$ cat src/thc_defs.svh
// Constants for the two-hand control monitor: offsets, fields, timing
// =====================================================================
`ifndef THC_DEFS_SVH
`define THC_DEFS_SVH

// =====================================================================
// Register offsets (byte addresses)
`define THC_ADDR_W 8
`define THC_OFF_CTRL 8'h00
`define THC_OFF_STATUS 8'h04
`define THC_OFF_DIAG 8'h08
`define THC_OFF_IRQ_STAT 8'h0c
`define THC_OFF_IRQ_MASK 8'h10

// =====================================================================
// Field positions
`define THC_CTRL_ACTIVATE 0
`define THC_IRQ_GRANT 0
`define THC_IRQ_ERROR 1
`define THC_IRQ_DROP 2
`define THC_IRQ_W 3

// =====================================================================
// Reset values
`define THC_DIAG_RESET 16'h0000
`define THC_IRQ_MASK_RESET 3'h0

// =====================================================================
// Diagnostic codes
`define THC_D_IDLE 16'h0000
`define THC_D_ACTUATED 16'h8000
`define THC_D_INIT 16'h8001
`define THC_D_RELEASED 16'h8802
`define THC_D_ONLY_B1 16'h8804
`define THC_D_ONLY_B2 16'h8806
`define THC_D_B2_REL 16'h8808
`define THC_D_B1_REL 16'h880a
`define THC_D_LOCK_OFF 16'h880c
`define THC_D_LOCK_ON 16'h880e
`define THC_D_ACT_B1 16'hc010
`define THC_D_ACT_B2 16'hc020
`define THC_D_ACT_BOTH 16'hc030
`define THC_D_TMO_B2 16'hc040
`define THC_D_TMO_B1 16'hc050
`define THC_D_TMO_BOTH 16'hc060

// =====================================================================
// Timing
`define THC_CLK_HZ 40000000
`define THC_DISCREP_MS 500
`define THC_TIMER_W 25
`define THC_DISCREP_CYCLES (`THC_DISCREP_MS * (`THC_CLK_HZ / 1000))

`endif

$ cat src/thc_pkg.sv
// Types shared by the two-hand control monitor
`include "thc_defs.svh"

package thc_pkg;

  // =====================================================================
  // Monitor states
  typedef enum logic [3:0]
  {
    ST_IDLE,
    ST_INIT,
    ST_RELEASED,
    ST_ONLY_B1,
    ST_ONLY_B2,
    ST_ACTUATED,
    ST_B2_REL,
    ST_B1_REL,
    ST_LOCK_OFF,
    ST_LOCK_ON,
    ST_ERROR
  } state_t;

  // =====================================================================
  // Whole state of the monitor
  typedef struct packed
  {
    state_t state;                        // Monitor state
    logic [15:0] err_code;                // Code latched on error entry
    logic [`THC_TIMER_W-1:0] timer;       // Discrepancy timer
    logic activate;                       // Software activate bit
    logic [`THC_IRQ_W-1:0] irq_stat;      // Sticky events
    logic [`THC_IRQ_W-1:0] irq_mask;      // Event enables
    logic [31:0] prdata;                  // Bus read data
    logic pready;                         // Bus ready
    logic pslverr;                        // Bus error
    logic irq;                            // Interrupt line
    logic enable;                         // Two-hand enable
    logic ready;                          // Block active
    logic error;                          // Error present
    logic safety_req;                     // Safety request
    logic [15:0] diag;                    // Diagnostic word
  } mon_t;

  // =====================================================================
  // Synchroniser state
  typedef struct packed
  {
    logic [2:0] chain;                    // Three-stage chain
    logic level;                          // Agreed level
  } sync_t;

endpackage

$ cat src/input_sync.sv
// Three-stage input synchroniser with agreement filter
`timescale 1ns/1ps
`default_nettype none

module input_sync
(
  input wire logic clk,
  input wire logic rst,
  input wire logic din,
  output logic dout
);

  thc_pkg::sync_t r; // Registered state
  thc_pkg::sync_t n; // Next state

  // =====================================================================
  // Next state: stage one feeds only stage two
  always_comb
  begin
    n = r;
    n.chain = {r.chain[1:0], din};
    // Level changes only once stages two and three agree
    if (r.chain[1] == r.chain[2])
    begin
      n.level = r.chain[2];
    end
  end

  // =====================================================================
  // Registers: buttons read released under reset
  always_ff @(posedge clk or posedge rst)
  begin
    if (rst)
    begin
      r <= '0;
    end
    else
    begin
      r <= n;
    end
  end

  assign dout = r.level;

endmodule

`default_nettype wire

$ cat src/bimanual_control_block.sv
// Two-hand control monitor with APB registers and interrupt
`timescale 1ns/1ps
`default_nettype none
// Offsets, fields, codes and timing counts; guarded, so a second
// inclusion through the package is harmless
`include "thc_defs.svh"

module bimanual_control_block
#(
  // Discrepancy window in cycles; shorten for simulation
  parameter int unsigned DISCREP_CYCLES = `THC_DISCREP_CYCLES
)
(
  input wire logic CLK_SYS,
  input wire logic RST,
  input wire logic PSEL,
  input wire logic PENABLE,
  input wire logic PWRITE,
  input wire logic [`THC_ADDR_W-1:0] PADDR,
  input wire logic [31:0] PWDATA,
  output logic [31:0] PRDATA,
  output logic PREADY,
  output logic PSLVERR,
  input wire logic FIRST_BUTTON_INPUT,
  input wire logic SECOND_BUTTON_INPUT,
  output logic BIMANUAL_ENABLE_OUTPUT,
  output logic READY,
  output logic ERROR,
  output logic SAFETY_REQUEST_FLAG,
  output logic [15:0] DIAGNOSTIC_WORD,
  output logic IRQ
);

  // =====================================================================
  // Constants and declarations

  // Last count of the window, cut to timer width
  localparam logic [`THC_TIMER_W-1:0] TIMER_LAST =
    `THC_TIMER_W'(DISCREP_CYCLES - 1);

  thc_pkg::mon_t r; // Registered state
  thc_pkg::mon_t n; // Next state
  logic b1; // Filtered first button
  logic b2; // Filtered second button
  logic setup; // Bus setup cycle
  logic done; // Bus transfer completes this edge
  logic mapped; // Address hits a register
  logic elapsed; // Discrepancy window used up

  // =====================================================================
  // Functions

  // Diagnostic word for a state; errors use the latched code
  function automatic logic [15:0] diag_of
  (
    input thc_pkg::state_t s,
    input logic [15:0] code
  );
    logic [15:0] d;
    d = `THC_D_IDLE;
    unique case (s)
      thc_pkg::ST_IDLE: d = `THC_D_IDLE;
      thc_pkg::ST_INIT: d = `THC_D_INIT;
      thc_pkg::ST_RELEASED: d = `THC_D_RELEASED;
      thc_pkg::ST_ONLY_B1: d = `THC_D_ONLY_B1;
      thc_pkg::ST_ONLY_B2: d = `THC_D_ONLY_B2;
      thc_pkg::ST_ACTUATED: d = `THC_D_ACTUATED;
      thc_pkg::ST_B2_REL: d = `THC_D_B2_REL;
      thc_pkg::ST_B1_REL: d = `THC_D_B1_REL;
      thc_pkg::ST_LOCK_OFF: d = `THC_D_LOCK_OFF;
      thc_pkg::ST_LOCK_ON: d = `THC_D_LOCK_ON;
      thc_pkg::ST_ERROR: d = code;
      default: d = `THC_D_IDLE;
    endcase
    return d;
  endfunction

  // Address decode, shared by write gate and error answer
  function automatic logic is_mapped
  (
    input logic [`THC_ADDR_W-1:0] a
  );
    return (a == `THC_OFF_CTRL) || (a == `THC_OFF_STATUS) ||
      (a == `THC_OFF_DIAG) || (a == `THC_OFF_IRQ_STAT) ||
      (a == `THC_OFF_IRQ_MASK);
  endfunction

  // =====================================================================
  // Button synchronisers

  // Buttons are pins from outside the clock domain
  input_sync u_sync_b1
  (
    .clk(CLK_SYS),
    .rst(RST),
    .din(FIRST_BUTTON_INPUT),
    .dout(b1)
  );

  input_sync u_sync_b2
  (
    .clk(CLK_SYS),
    .rst(RST),
    .din(SECOND_BUTTON_INPUT),
    .dout(b2)
  );

  // =====================================================================
  // Next-state logic
  always_comb
  begin
    n = r;
    setup = PSEL && !PENABLE;
    done = PSEL && PENABLE && r.pready;
    mapped = is_mapped(PADDR);
    elapsed = (r.timer >= TIMER_LAST);

    // Bus: ready rises one cycle after setup, for one cycle only
    n.pready = setup;
    if (setup)
    begin
      n.pslverr = !mapped;
      n.prdata = '0;
      // Read data is captured in setup and held through access
      unique case (PADDR)
        `THC_OFF_CTRL:
          n.prdata[`THC_CTRL_ACTIVATE] = r.activate;
        `THC_OFF_STATUS:
          n.prdata[5:0] = {b2, b1, r.safety_req, r.error,
            r.ready, r.enable};
        `THC_OFF_DIAG:
          n.prdata[15:0] = r.diag;
        `THC_OFF_IRQ_STAT:
          n.prdata[`THC_IRQ_W-1:0] = r.irq_stat;
        `THC_OFF_IRQ_MASK:
          n.prdata[`THC_IRQ_W-1:0] = r.irq_mask;
        default:
          n.prdata = '0;
      endcase
    end
    else if (done)
    begin
      // Hold error through the completing edge only; data stays until next setup
      n.pslverr = 1'b0;
    end

    // Writes take effect at the completing edge
    if (done && PWRITE && mapped)
    begin
      if (PADDR == `THC_OFF_CTRL)
      begin
        n.activate = PWDATA[`THC_CTRL_ACTIVATE];
      end
      if (PADDR == `THC_OFF_IRQ_MASK)
      begin
        n.irq_mask = PWDATA[`THC_IRQ_W-1:0];
      end
    end

    // Read of the event register clears only the bits it returned;
    // an event landing on the setup edge missed the read data and
    // must survive to the next read. Events below still win.
    if (done && !PWRITE && (PADDR == `THC_OFF_IRQ_STAT))
    begin
      n.irq_stat = r.irq_stat & ~r.prdata[`THC_IRQ_W-1:0];
    end

    // Discrepancy timer runs only in single-button states
    n.timer = '0;

    // Monitor state machine
    if (!r.activate)
    begin
      // Leaving activation beats every other move
      n.state = thc_pkg::ST_IDLE;
    end
    else
    begin
      unique case (r.state)
        thc_pkg::ST_IDLE:
          n.state = thc_pkg::ST_INIT;
        thc_pkg::ST_INIT:
        begin
          // Any button held at activation is refused
          if (b1 || b2)
          begin
            n.state = thc_pkg::ST_ERROR;
            n.err_code = (b1 && b2) ? `THC_D_ACT_BOTH :
              (b1 ? `THC_D_ACT_B1 : `THC_D_ACT_B2);
          end
          else
          begin
            n.state = thc_pkg::ST_RELEASED;
          end
        end
        thc_pkg::ST_RELEASED:
        begin
          // Press in the same cycle counts as within the window
          if (b1 && b2)
          begin
            n.state = thc_pkg::ST_ACTUATED;
          end
          else if (b1)
          begin
            n.state = thc_pkg::ST_ONLY_B1;
          end
          else if (b2)
          begin
            n.state = thc_pkg::ST_ONLY_B2;
          end
        end
        thc_pkg::ST_ONLY_B1,
        thc_pkg::ST_ONLY_B2:
        begin
          n.timer = r.timer + `THC_TIMER_W'(1);
          if (elapsed)
          begin
            // Window over: inputs at this cycle choose the code
            n.state = thc_pkg::ST_ERROR;
            n.err_code = (b1 && b2) ? `THC_D_TMO_BOTH :
              (b1 ? `THC_D_TMO_B1 : `THC_D_TMO_B2);
          end
          else if (b1 && b2)
          begin
            n.state = thc_pkg::ST_ACTUATED;
          end
          else if (!b1 && !b2)
          begin
            n.state = thc_pkg::ST_RELEASED;
          end
          else if ((r.state == thc_pkg::ST_ONLY_B1) ? b2 : b1)
          begin
            // Buttons swapped in one cycle: wait for full release
            n.state = thc_pkg::ST_LOCK_ON;
          end
        end
        thc_pkg::ST_ACTUATED:
        begin
          // Either release drops enable; a full release is needed
          if (!b1 && !b2)
          begin
            n.state = thc_pkg::ST_RELEASED;
          end
          else if (b1 && !b2)
          begin
            n.state = thc_pkg::ST_B2_REL;
          end
          else if (!b1 && b2)
          begin
            n.state = thc_pkg::ST_B1_REL;
          end
        end
        thc_pkg::ST_B2_REL,
        thc_pkg::ST_B1_REL,
        thc_pkg::ST_LOCK_OFF,
        thc_pkg::ST_LOCK_ON:
        begin
          // Re-pressing does not re-enable; only full release does
          if (!b1 && !b2)
          begin
            n.state = thc_pkg::ST_RELEASED;
          end
          else if (b1 && b2 && (r.state != thc_pkg::ST_LOCK_ON))
          begin
            n.state = thc_pkg::ST_LOCK_OFF;
          end
          else if (r.state != thc_pkg::ST_LOCK_ON)
          begin
            n.state = b1 ? thc_pkg::ST_B2_REL : thc_pkg::ST_B1_REL;
          end
        end
        thc_pkg::ST_ERROR:
        begin
          // Error held until both buttons are released
          if (!b1 && !b2)
          begin
            n.state = thc_pkg::ST_RELEASED;
          end
        end
        default:
          n.state = thc_pkg::ST_IDLE;
      endcase
    end

    // Outputs follow the next state so they leave flip-flops
    n.enable = (n.state == thc_pkg::ST_ACTUATED);
    n.ready = (n.state != thc_pkg::ST_IDLE);
    n.error = (n.state == thc_pkg::ST_ERROR);
    // Request while waiting on the operator; omittable output
    n.safety_req = n.ready && !n.enable && !n.error &&
      (n.state != thc_pkg::ST_INIT);
    n.diag = diag_of(n.state, n.err_code);

    // Sticky events: grant, error entry, enable dropped
    if (n.enable && !r.enable)
    begin
      n.irq_stat[`THC_IRQ_GRANT] = 1'b1;
    end
    if (n.error && !r.error)
    begin
      n.irq_stat[`THC_IRQ_ERROR] = 1'b1;
    end
    if (!n.enable && r.enable)
    begin
      n.irq_stat[`THC_IRQ_DROP] = 1'b1;
    end
    n.irq = |(n.irq_stat & n.irq_mask);
  end

  // =====================================================================
  // State register
  // Reset puts the monitor idle with everything false; the
  // function itself has no reset, only the hardware does
  always_ff @(posedge CLK_SYS or posedge RST)
  begin
    if (RST)
    begin
      r <= '0;
      r.state <= thc_pkg::ST_IDLE;
      r.diag <= `THC_DIAG_RESET;
      r.irq_mask <= `THC_IRQ_MASK_RESET;
    end
    else
    begin
      r <= n;
    end
  end

  // =====================================================================
  // Outputs straight from the state register
  assign PRDATA = r.prdata;
  assign PREADY = r.pready;
  assign PSLVERR = r.pslverr;
  assign BIMANUAL_ENABLE_OUTPUT = r.enable;
  assign READY = r.ready;
  assign ERROR = r.error;
  assign SAFETY_REQUEST_FLAG = r.safety_req;
  assign DIAGNOSTIC_WORD = r.diag;
  assign IRQ = r.irq;

endmodule

`default_nettype wire

$ cat config.mk
export PLATFORM = sky130hd
export DESIGN_NAME = bimanual_control_block
export DESIGN_NICKNAME = d
export VERILOG_FILES = /design/src/thc_pkg.sv /design/src/input_sync.sv /design/src/bimanual_control_block.sv
export VERILOG_INCLUDE_DIRS = /design/src
export SDC_FILE = /design/constraint.sdc
export NUM_CORES = 1
export LEC_CHECK = 0
export ABC_AREA = 1
export ABC_CLOCK_PERIOD_IN_PS = 5600
export BUFFER_PORTS_ARGS = -buffer_cell sky130_fd_sc_hd__buf_4
export CAP_MARGIN = 10
export CORE_MARGIN = 2
export CORE_UTILIZATION = 40
export DETAILED_ROUTE_END_ITERATION = 6
export PLACE_DENSITY = 0.71
export SLEW_MARGIN = 30
export SYNTH_ARGS = -nofsm -noshare
export SYNTH_HDL_FRONTEND = slang
export SYNTH_SLANG_ARGS = --single-unit
$ cat constraint.sdc
create_clock -name CLK_SYS -period 5.6 [get_ports CLK_SYS]
set_input_delay 0.84 -clock CLK_SYS [delete_from_list [all_inputs] [get_ports CLK_SYS]]
set_output_delay 0.84 -clock CLK_SYS [all_outputs]
set_load 0.005 [all_outputs]
Word-level counts from Yosys, hierarchy flattened
Cells that the tools add are included.
Word-level totals
  flip-flop bits (word level): 99
  bits of input ports: 47
Operators by class
  $add $sub $neg: 1
  bitwise operators: 3
  muxes and demuxes: 41
  magnitude comparators: 1
  equal/unequal tests: 28
  reduce and logical (&&, ||, !) cells: 40
Operator list (number)
  16-bit one-hot mux with 10 select lines: 1
  4-bit 2-to-1 mux: 16
  41-bit 2-to-1 mux: 1
  4-bit by 3-bit equality test with 1-bit output, second input constant: 8
  16-bit 2-to-1 mux: 2
  16-bit one-hot mux with 2 select lines: 1
  4-bit one-hot mux with 7 select lines: 1
  25-bit by 1-bit adder with 25-bit output, second input constant: 1
  25-bit >= comparator, second input constant: 1
  25-bit 2-to-1 mux: 1
  4-bit equality test, second input constant: 6
  1-bit logical AND: 18
  6-bit 2-to-1 mux: 3
  4-bit by 2-bit equality test with 1-bit output, second input constant: 4
  8-bit by 4-bit equality test with 1-bit output, second input constant: 2
  10-bit 2-to-1 mux: 1
  1-bit logical NOT: 9
  3-bit 2-to-1 mux: 3
  4-bit by 1-bit equality test with 1-bit output, second input constant: 2
  8-bit by 3-bit equality test with 1-bit output, second input constant: 1
  8-bit by 5-bit equality test with 1-bit output, second input constant: 1
  8-bit logical NOT: 1
  2-bit one-hot mux with 4 select lines: 1
  1-bit 2-to-1 mux: 7
  16 further kinds: 22

Depth between registers and ports, before layout
  word-level depth: 14
  depth in mapped cells: 17
  gate-level depth less buffers: 16

Modules after synthesis
A second synthesis with hierarchy kept.
Second synthesis, totals
  cells, all modules: 595
  area, all modules: 4959.8 um^2
Modules (own cells, without submodules)
  bimanual_control_block: times used 1, cells an instance 577, seq. area each 2277.2 um^2, area each 4719.5 um^2
  input_sync: times used 2, cells an instance 9, seq. area each 100.1 um^2, area each 120.1 um^2

Least setup slack after synthesis
No wires, ideal clock.
  path type: input -> register
  start: input port PADDR[7]
  end: register r (netlist bit IRQ)
  setup time: 124 ps
  data required time: 5476 ps
  path buffers: 0
  cell stages on the path: 12
  arrival: 2003 ps
  slack: 3473 ps
  path through: nor2_1 inv_1 nor2_1 inv_1 nor2_1 inv_1 nor3_1 nand3_1 nand2_1 nand2_1 nand2_1 nand3_1
RTL lines
  start, declared: line bimanual_control_block.sv:19  | input wire logic [`THC_ADDR_W-1:0] PADDR,
  end signal, assigned: line bimanual_control_block.sv:325  | r <= n;
  end, declared: line bimanual_control_block.sv:41  | thc_pkg::mon_t r;

Worst setup path after layout
  start: input port PADDR[7]
  end: register r (netlist bit PRDATA[2])
Between the ends
  cells in the longest elaborated chain, start to end: 2
  elaborated cells between the ends (all ways): 5
Ends and longest elaborated chain
  8-bit by 5-bit equality test with 1-bit output (tied with other cells): line bimanual_control_block.sv:125  | unique case (PADDR)
  2-bit one-hot mux with 4 select lines *: line bimanual_control_block.sv:125
Mark *: on every way between the ends. The rest lies on a longest branch, timed or not.
A chain may end at the register's enable or synchronous reset.

==> flow_metrics.py <==
metrics = {
    "placement": {
        "place.gp.congestion": 0.940,
        "placed_cell_area_um2": 5380,
        "placedCellCount": 804,
        "place_ws_ps": 2840,
        "io_buffers": 56,
        "dpl.hpwl_mm": 7.33,
    },
    "pwr": {
        "p_per_area_nw_per_um2": 381,
        "cellInternalPower_uw": 1330,
        "power_leakage_uw": 0.00281,
        "netSwitchingFraction_pct": 38.7,
        "seqPwrFrac_pct": 38.9,
        "combPwrFrac_pct": 32.5,
        "irDropWorstVdd_uv": 173,
        "power_frac_clock_pct": 28.6,
        "switchingPower_uw": 839,
    },
    "synth": {
        "synth.distinct_cells": 43,
        "syn_inst": 618,
        "ys_ff_latch": 99,
        "syn_area_um2": 5090,
        "synth_ff_type": "dfrtp_1",
        "avgSynthCellArea_um2": 8.24,
        "async_flop_share_pct": 100,
        "synth-edff-count": 0,
        "ys_warn_count": 0,
        "yosysSeqAreaShare_pct": 48.7,
    },
    "sta": {
        "post-route-min-period_ps": 2360,
        "rsz0062_at_grt": "no",
        "min_period_over_period_pct": 42.1,
        "finClkSkew_ps": 10.6,
        "fin_ws_ps": 3240,
        "slew_viol_final": 0,
        "timing.final.hold_violations": 0,
        "maxSlewHeadroom_pct": 50.1,
        "worst_slew_pin_slew_ps": 742,
        "timing.fmax_mhz": 424,
        "setup-violations-final": 0,
        "final.setup.tns_ps": 0,
    },
    "final_layout": {
        "nNetsFinal": 691,
        "stdcell_area_um2": 5690,
        "drive_gt1_share_pct": 19.1,
        "diodes": 0,
        "fin_cells": 820,
        "syn_to_final_growth_pct": 11.7,
    },
    "clock_network": {
        "htree_levels": 3,
        "tritoncts": "done",
        "ctsResizeCount": 0,
        "cts_buffers": 9,
        "clkLatencyLatePin_ps": 350,
        "cts.sinks": 99,
        "cts.clk_slew.worst_paths_ps": 70,
        "post-cts-setup-buffers": 0,
        "clock_path_buffers": 2,
        "root_buffer": "clkbuf_16",
        "holdBufCountCts": 0,
    },
    "critical_path": {
        "path_buf_inv": 5,
        "crit_type": "primary input to flop",
        "crit_top_cell": "inv_1",
        "crit_path_start_kind": "primary input",
        "arrival_ps": 2620,
        "cp-end-kind": "flop",
        "crit_family": "simple AND/OR/NAND/NOR gates",
        "worst_path_max_delay_cell": "nor3_1",
        "path_cells": "buf_4 > nor2_1 > inv_1 > nor2_1 > inv_1 > nor2_1 > inv_1 > nor3_1 > inv_1 > o21ai_0 > a221oi_1 > o21ai_0",
        "critical_path_required_ps": 5870,
        "worstPathMaxFanout": 5,
        "crit_path_max_incr_delay_ps": 580,
    },
    "floorplan": {
        "fp.dieW_um": 117,
        "dieArea_um2": 13600,
        "rows": 41,
        "boundaryPins": 102,
        "fp.coreArea_um2": 12500,
        "dieHeight_um": 117,
        "start_util_pct": 40.7,
    },
    "drt": {
        "vias_per_cell": 4.77,
        "detail_route.first_pass.iterations": 5,
        "wl_per_cell_um": 12.5,
        "wirelength_mm": 10.2,
        "ant_nets": 0,
        "dr_total_vias": 3909,
        "drc": 0,
        "drtIter0Drc": 323,
    },
    "global_routing": {
        "overflow": 0,
        "grt_pass1_vias": 3812,
        "antenna_found_initial": 0,
        "grt_pass1_wl_mm": 17.0,
        "grt_usage_pct": 15.7,
        "grt_max_degree": 81,
    },
    "run_status": {
        "status": "finished, final reports clean",
    },
    "run": {
        "cap_violations": 0,
    },
    "min_path": {
        "hp-class": "flop to flop",
    },
}
[layer usage]
| metal | global-route usage (%) | routed length (um) | part of all wire (%) | vias to the layer above |
|---|---|---|---|---|
| met3 | 4.17 | 680 | 6.6 | 21 |
| met5 | 0 | 0 | 0 | - |
| met1 | 20.1 | 4620 | 45 | 1791 |
| met4 | 5.33 | 149 | 1.5 | 0 |
| li1 | - | - | - | 1965 |
| met2 | 25.9 | 4800 | 47 | 132 |
[sequential cells by signal, summed over array words and instances (netlist names), 2 cells and up]
signal and flops:
u_sync_b1.n 2, u_sync_b2.n 2, r 52, PRDATA 16, DIAGNOSTIC_WORD 16
[final cells by class]
cell class                 count  area (um^2)
inverter                      90          340
clock buffer                   9          225
tap                          172          215
timing repair buffer          58          439
clock inverter                 7         80.1
sequential                    99         2480
multi-input combinational    385         1910
fill                        1243         6830
[Yosys cell counts, types with 4 or more instances]
library cell	count	area (um^2)
nand2_1	124	465
dfrtp_1	99	2480
inv_1	80	300
nor2_1	63	236
buf_4	50	375
o21ai_0	33	165
a21oi_1	29	145
nand3_1	25	125
nand4_1	13	81.3
nand2_2	10	62.6
nor3_1	10	50.1
inv_2	9	33.8
nor2_2	8	50.1
o21ai_1	7	35.0
clkbuf_1	5	18.8
nor2_4	5	56.3
a31oi_1	4	25.0
nand3_2	4	40.0
[worst paths after layout]
path                            slack [ps]                startpoint  depth (start not counted)                      endpoint
max in group asynchronous             4180                       RST                          3              r[103]$_DFF_PP0_
worst min-delay path                   350  u_sync_b2.n[2]$_DFF_PP0_                          0      u_sync_b2.n[3]$_DFF_PP0_
worst max-delay path                  3240                  PADDR[7]                         12         PRDATA[2]$_DFFE_PP0P_
worst max register to register        3270          r[106]$_DFF_PP0_                         12  DIAGNOSTIC_WORD[1]$_DFF_PP0_
min in group asynchronous              430                       RST                          2               r[60]$_DFF_PP0_
worst min register to register         350  u_sync_b2.n[2]$_DFF_PP0_                          0      u_sync_b2.n[3]$_DFF_PP0_
[stage by stage]
stage | hold slack, ps | utilization, % | power (uW)
after CTS | 354 | 45.5 | 2170
final | 352 | 45.5 | 2170
after global placement | 335 | 43.0 | 1530
after global routing | 360 | 45.5 | 2310
after detailed placement | 337 | 43.0 | 1550
after floorplan | 331 | - | 1390
[kinds of logic after synthesis]
family | after synthesis | share of synthesized area [%]
other cells | 1 | 0.0737
xor+xnor | 1 | 0.172
fa+ha+maj | 3 | 0.639
buf+inv | 149 | 14.9
mux | 3 | 0.664
compound gates | 92 | 10.4
flops | 99 | 48.7
simple gates | 270 | 24.5
[layout by cell type, fill, tap and decap left out, drive strengths merged]
master / synthesis / routed
xor2: 1 / 1
maj3: 2 / 2
a211oi: 2 / 2
nand4: 13 / 13
a21oi: 31 / 31
buf: 54 / 58
o2bb2ai: 1 / 1
clkinvlp: 0 / 1
nor3: 13 / 13
o21a: 1 / 1
nor3b: 1 / 1
ha: 1 / 1
o22ai: 3 / 3
nand3: 29 / 29
conb: 1 / 16
nor4: 1 / 1
a31oi: 6 / 6
mux2: 3 / 3
a221oi: 2 / 2
nand2: 136 / 136
o21ai: 41 / 41
nor2: 76 / 76
inv: 89 / 92
clkinv: 1 / 4
and3: 1 / 1
a21o: 1 / 1
dfrtp: 99 / 99
o211ai: 1 / 1
clkbuf: 5 / 9
o2111ai: 3 / 3
[power by group through the flow]
stage          Sequential [uW]  Clock, uW  Combinational, uW
2_1_floorplan              837          0                555
3_3_place_gp               852          0                675
3_5_place_dp               853          0                693
4_1_cts                    840        632                699
5_1_grt                    851        663                796
6_report                   843        619                705
Power figures use the tool's default switching activity.
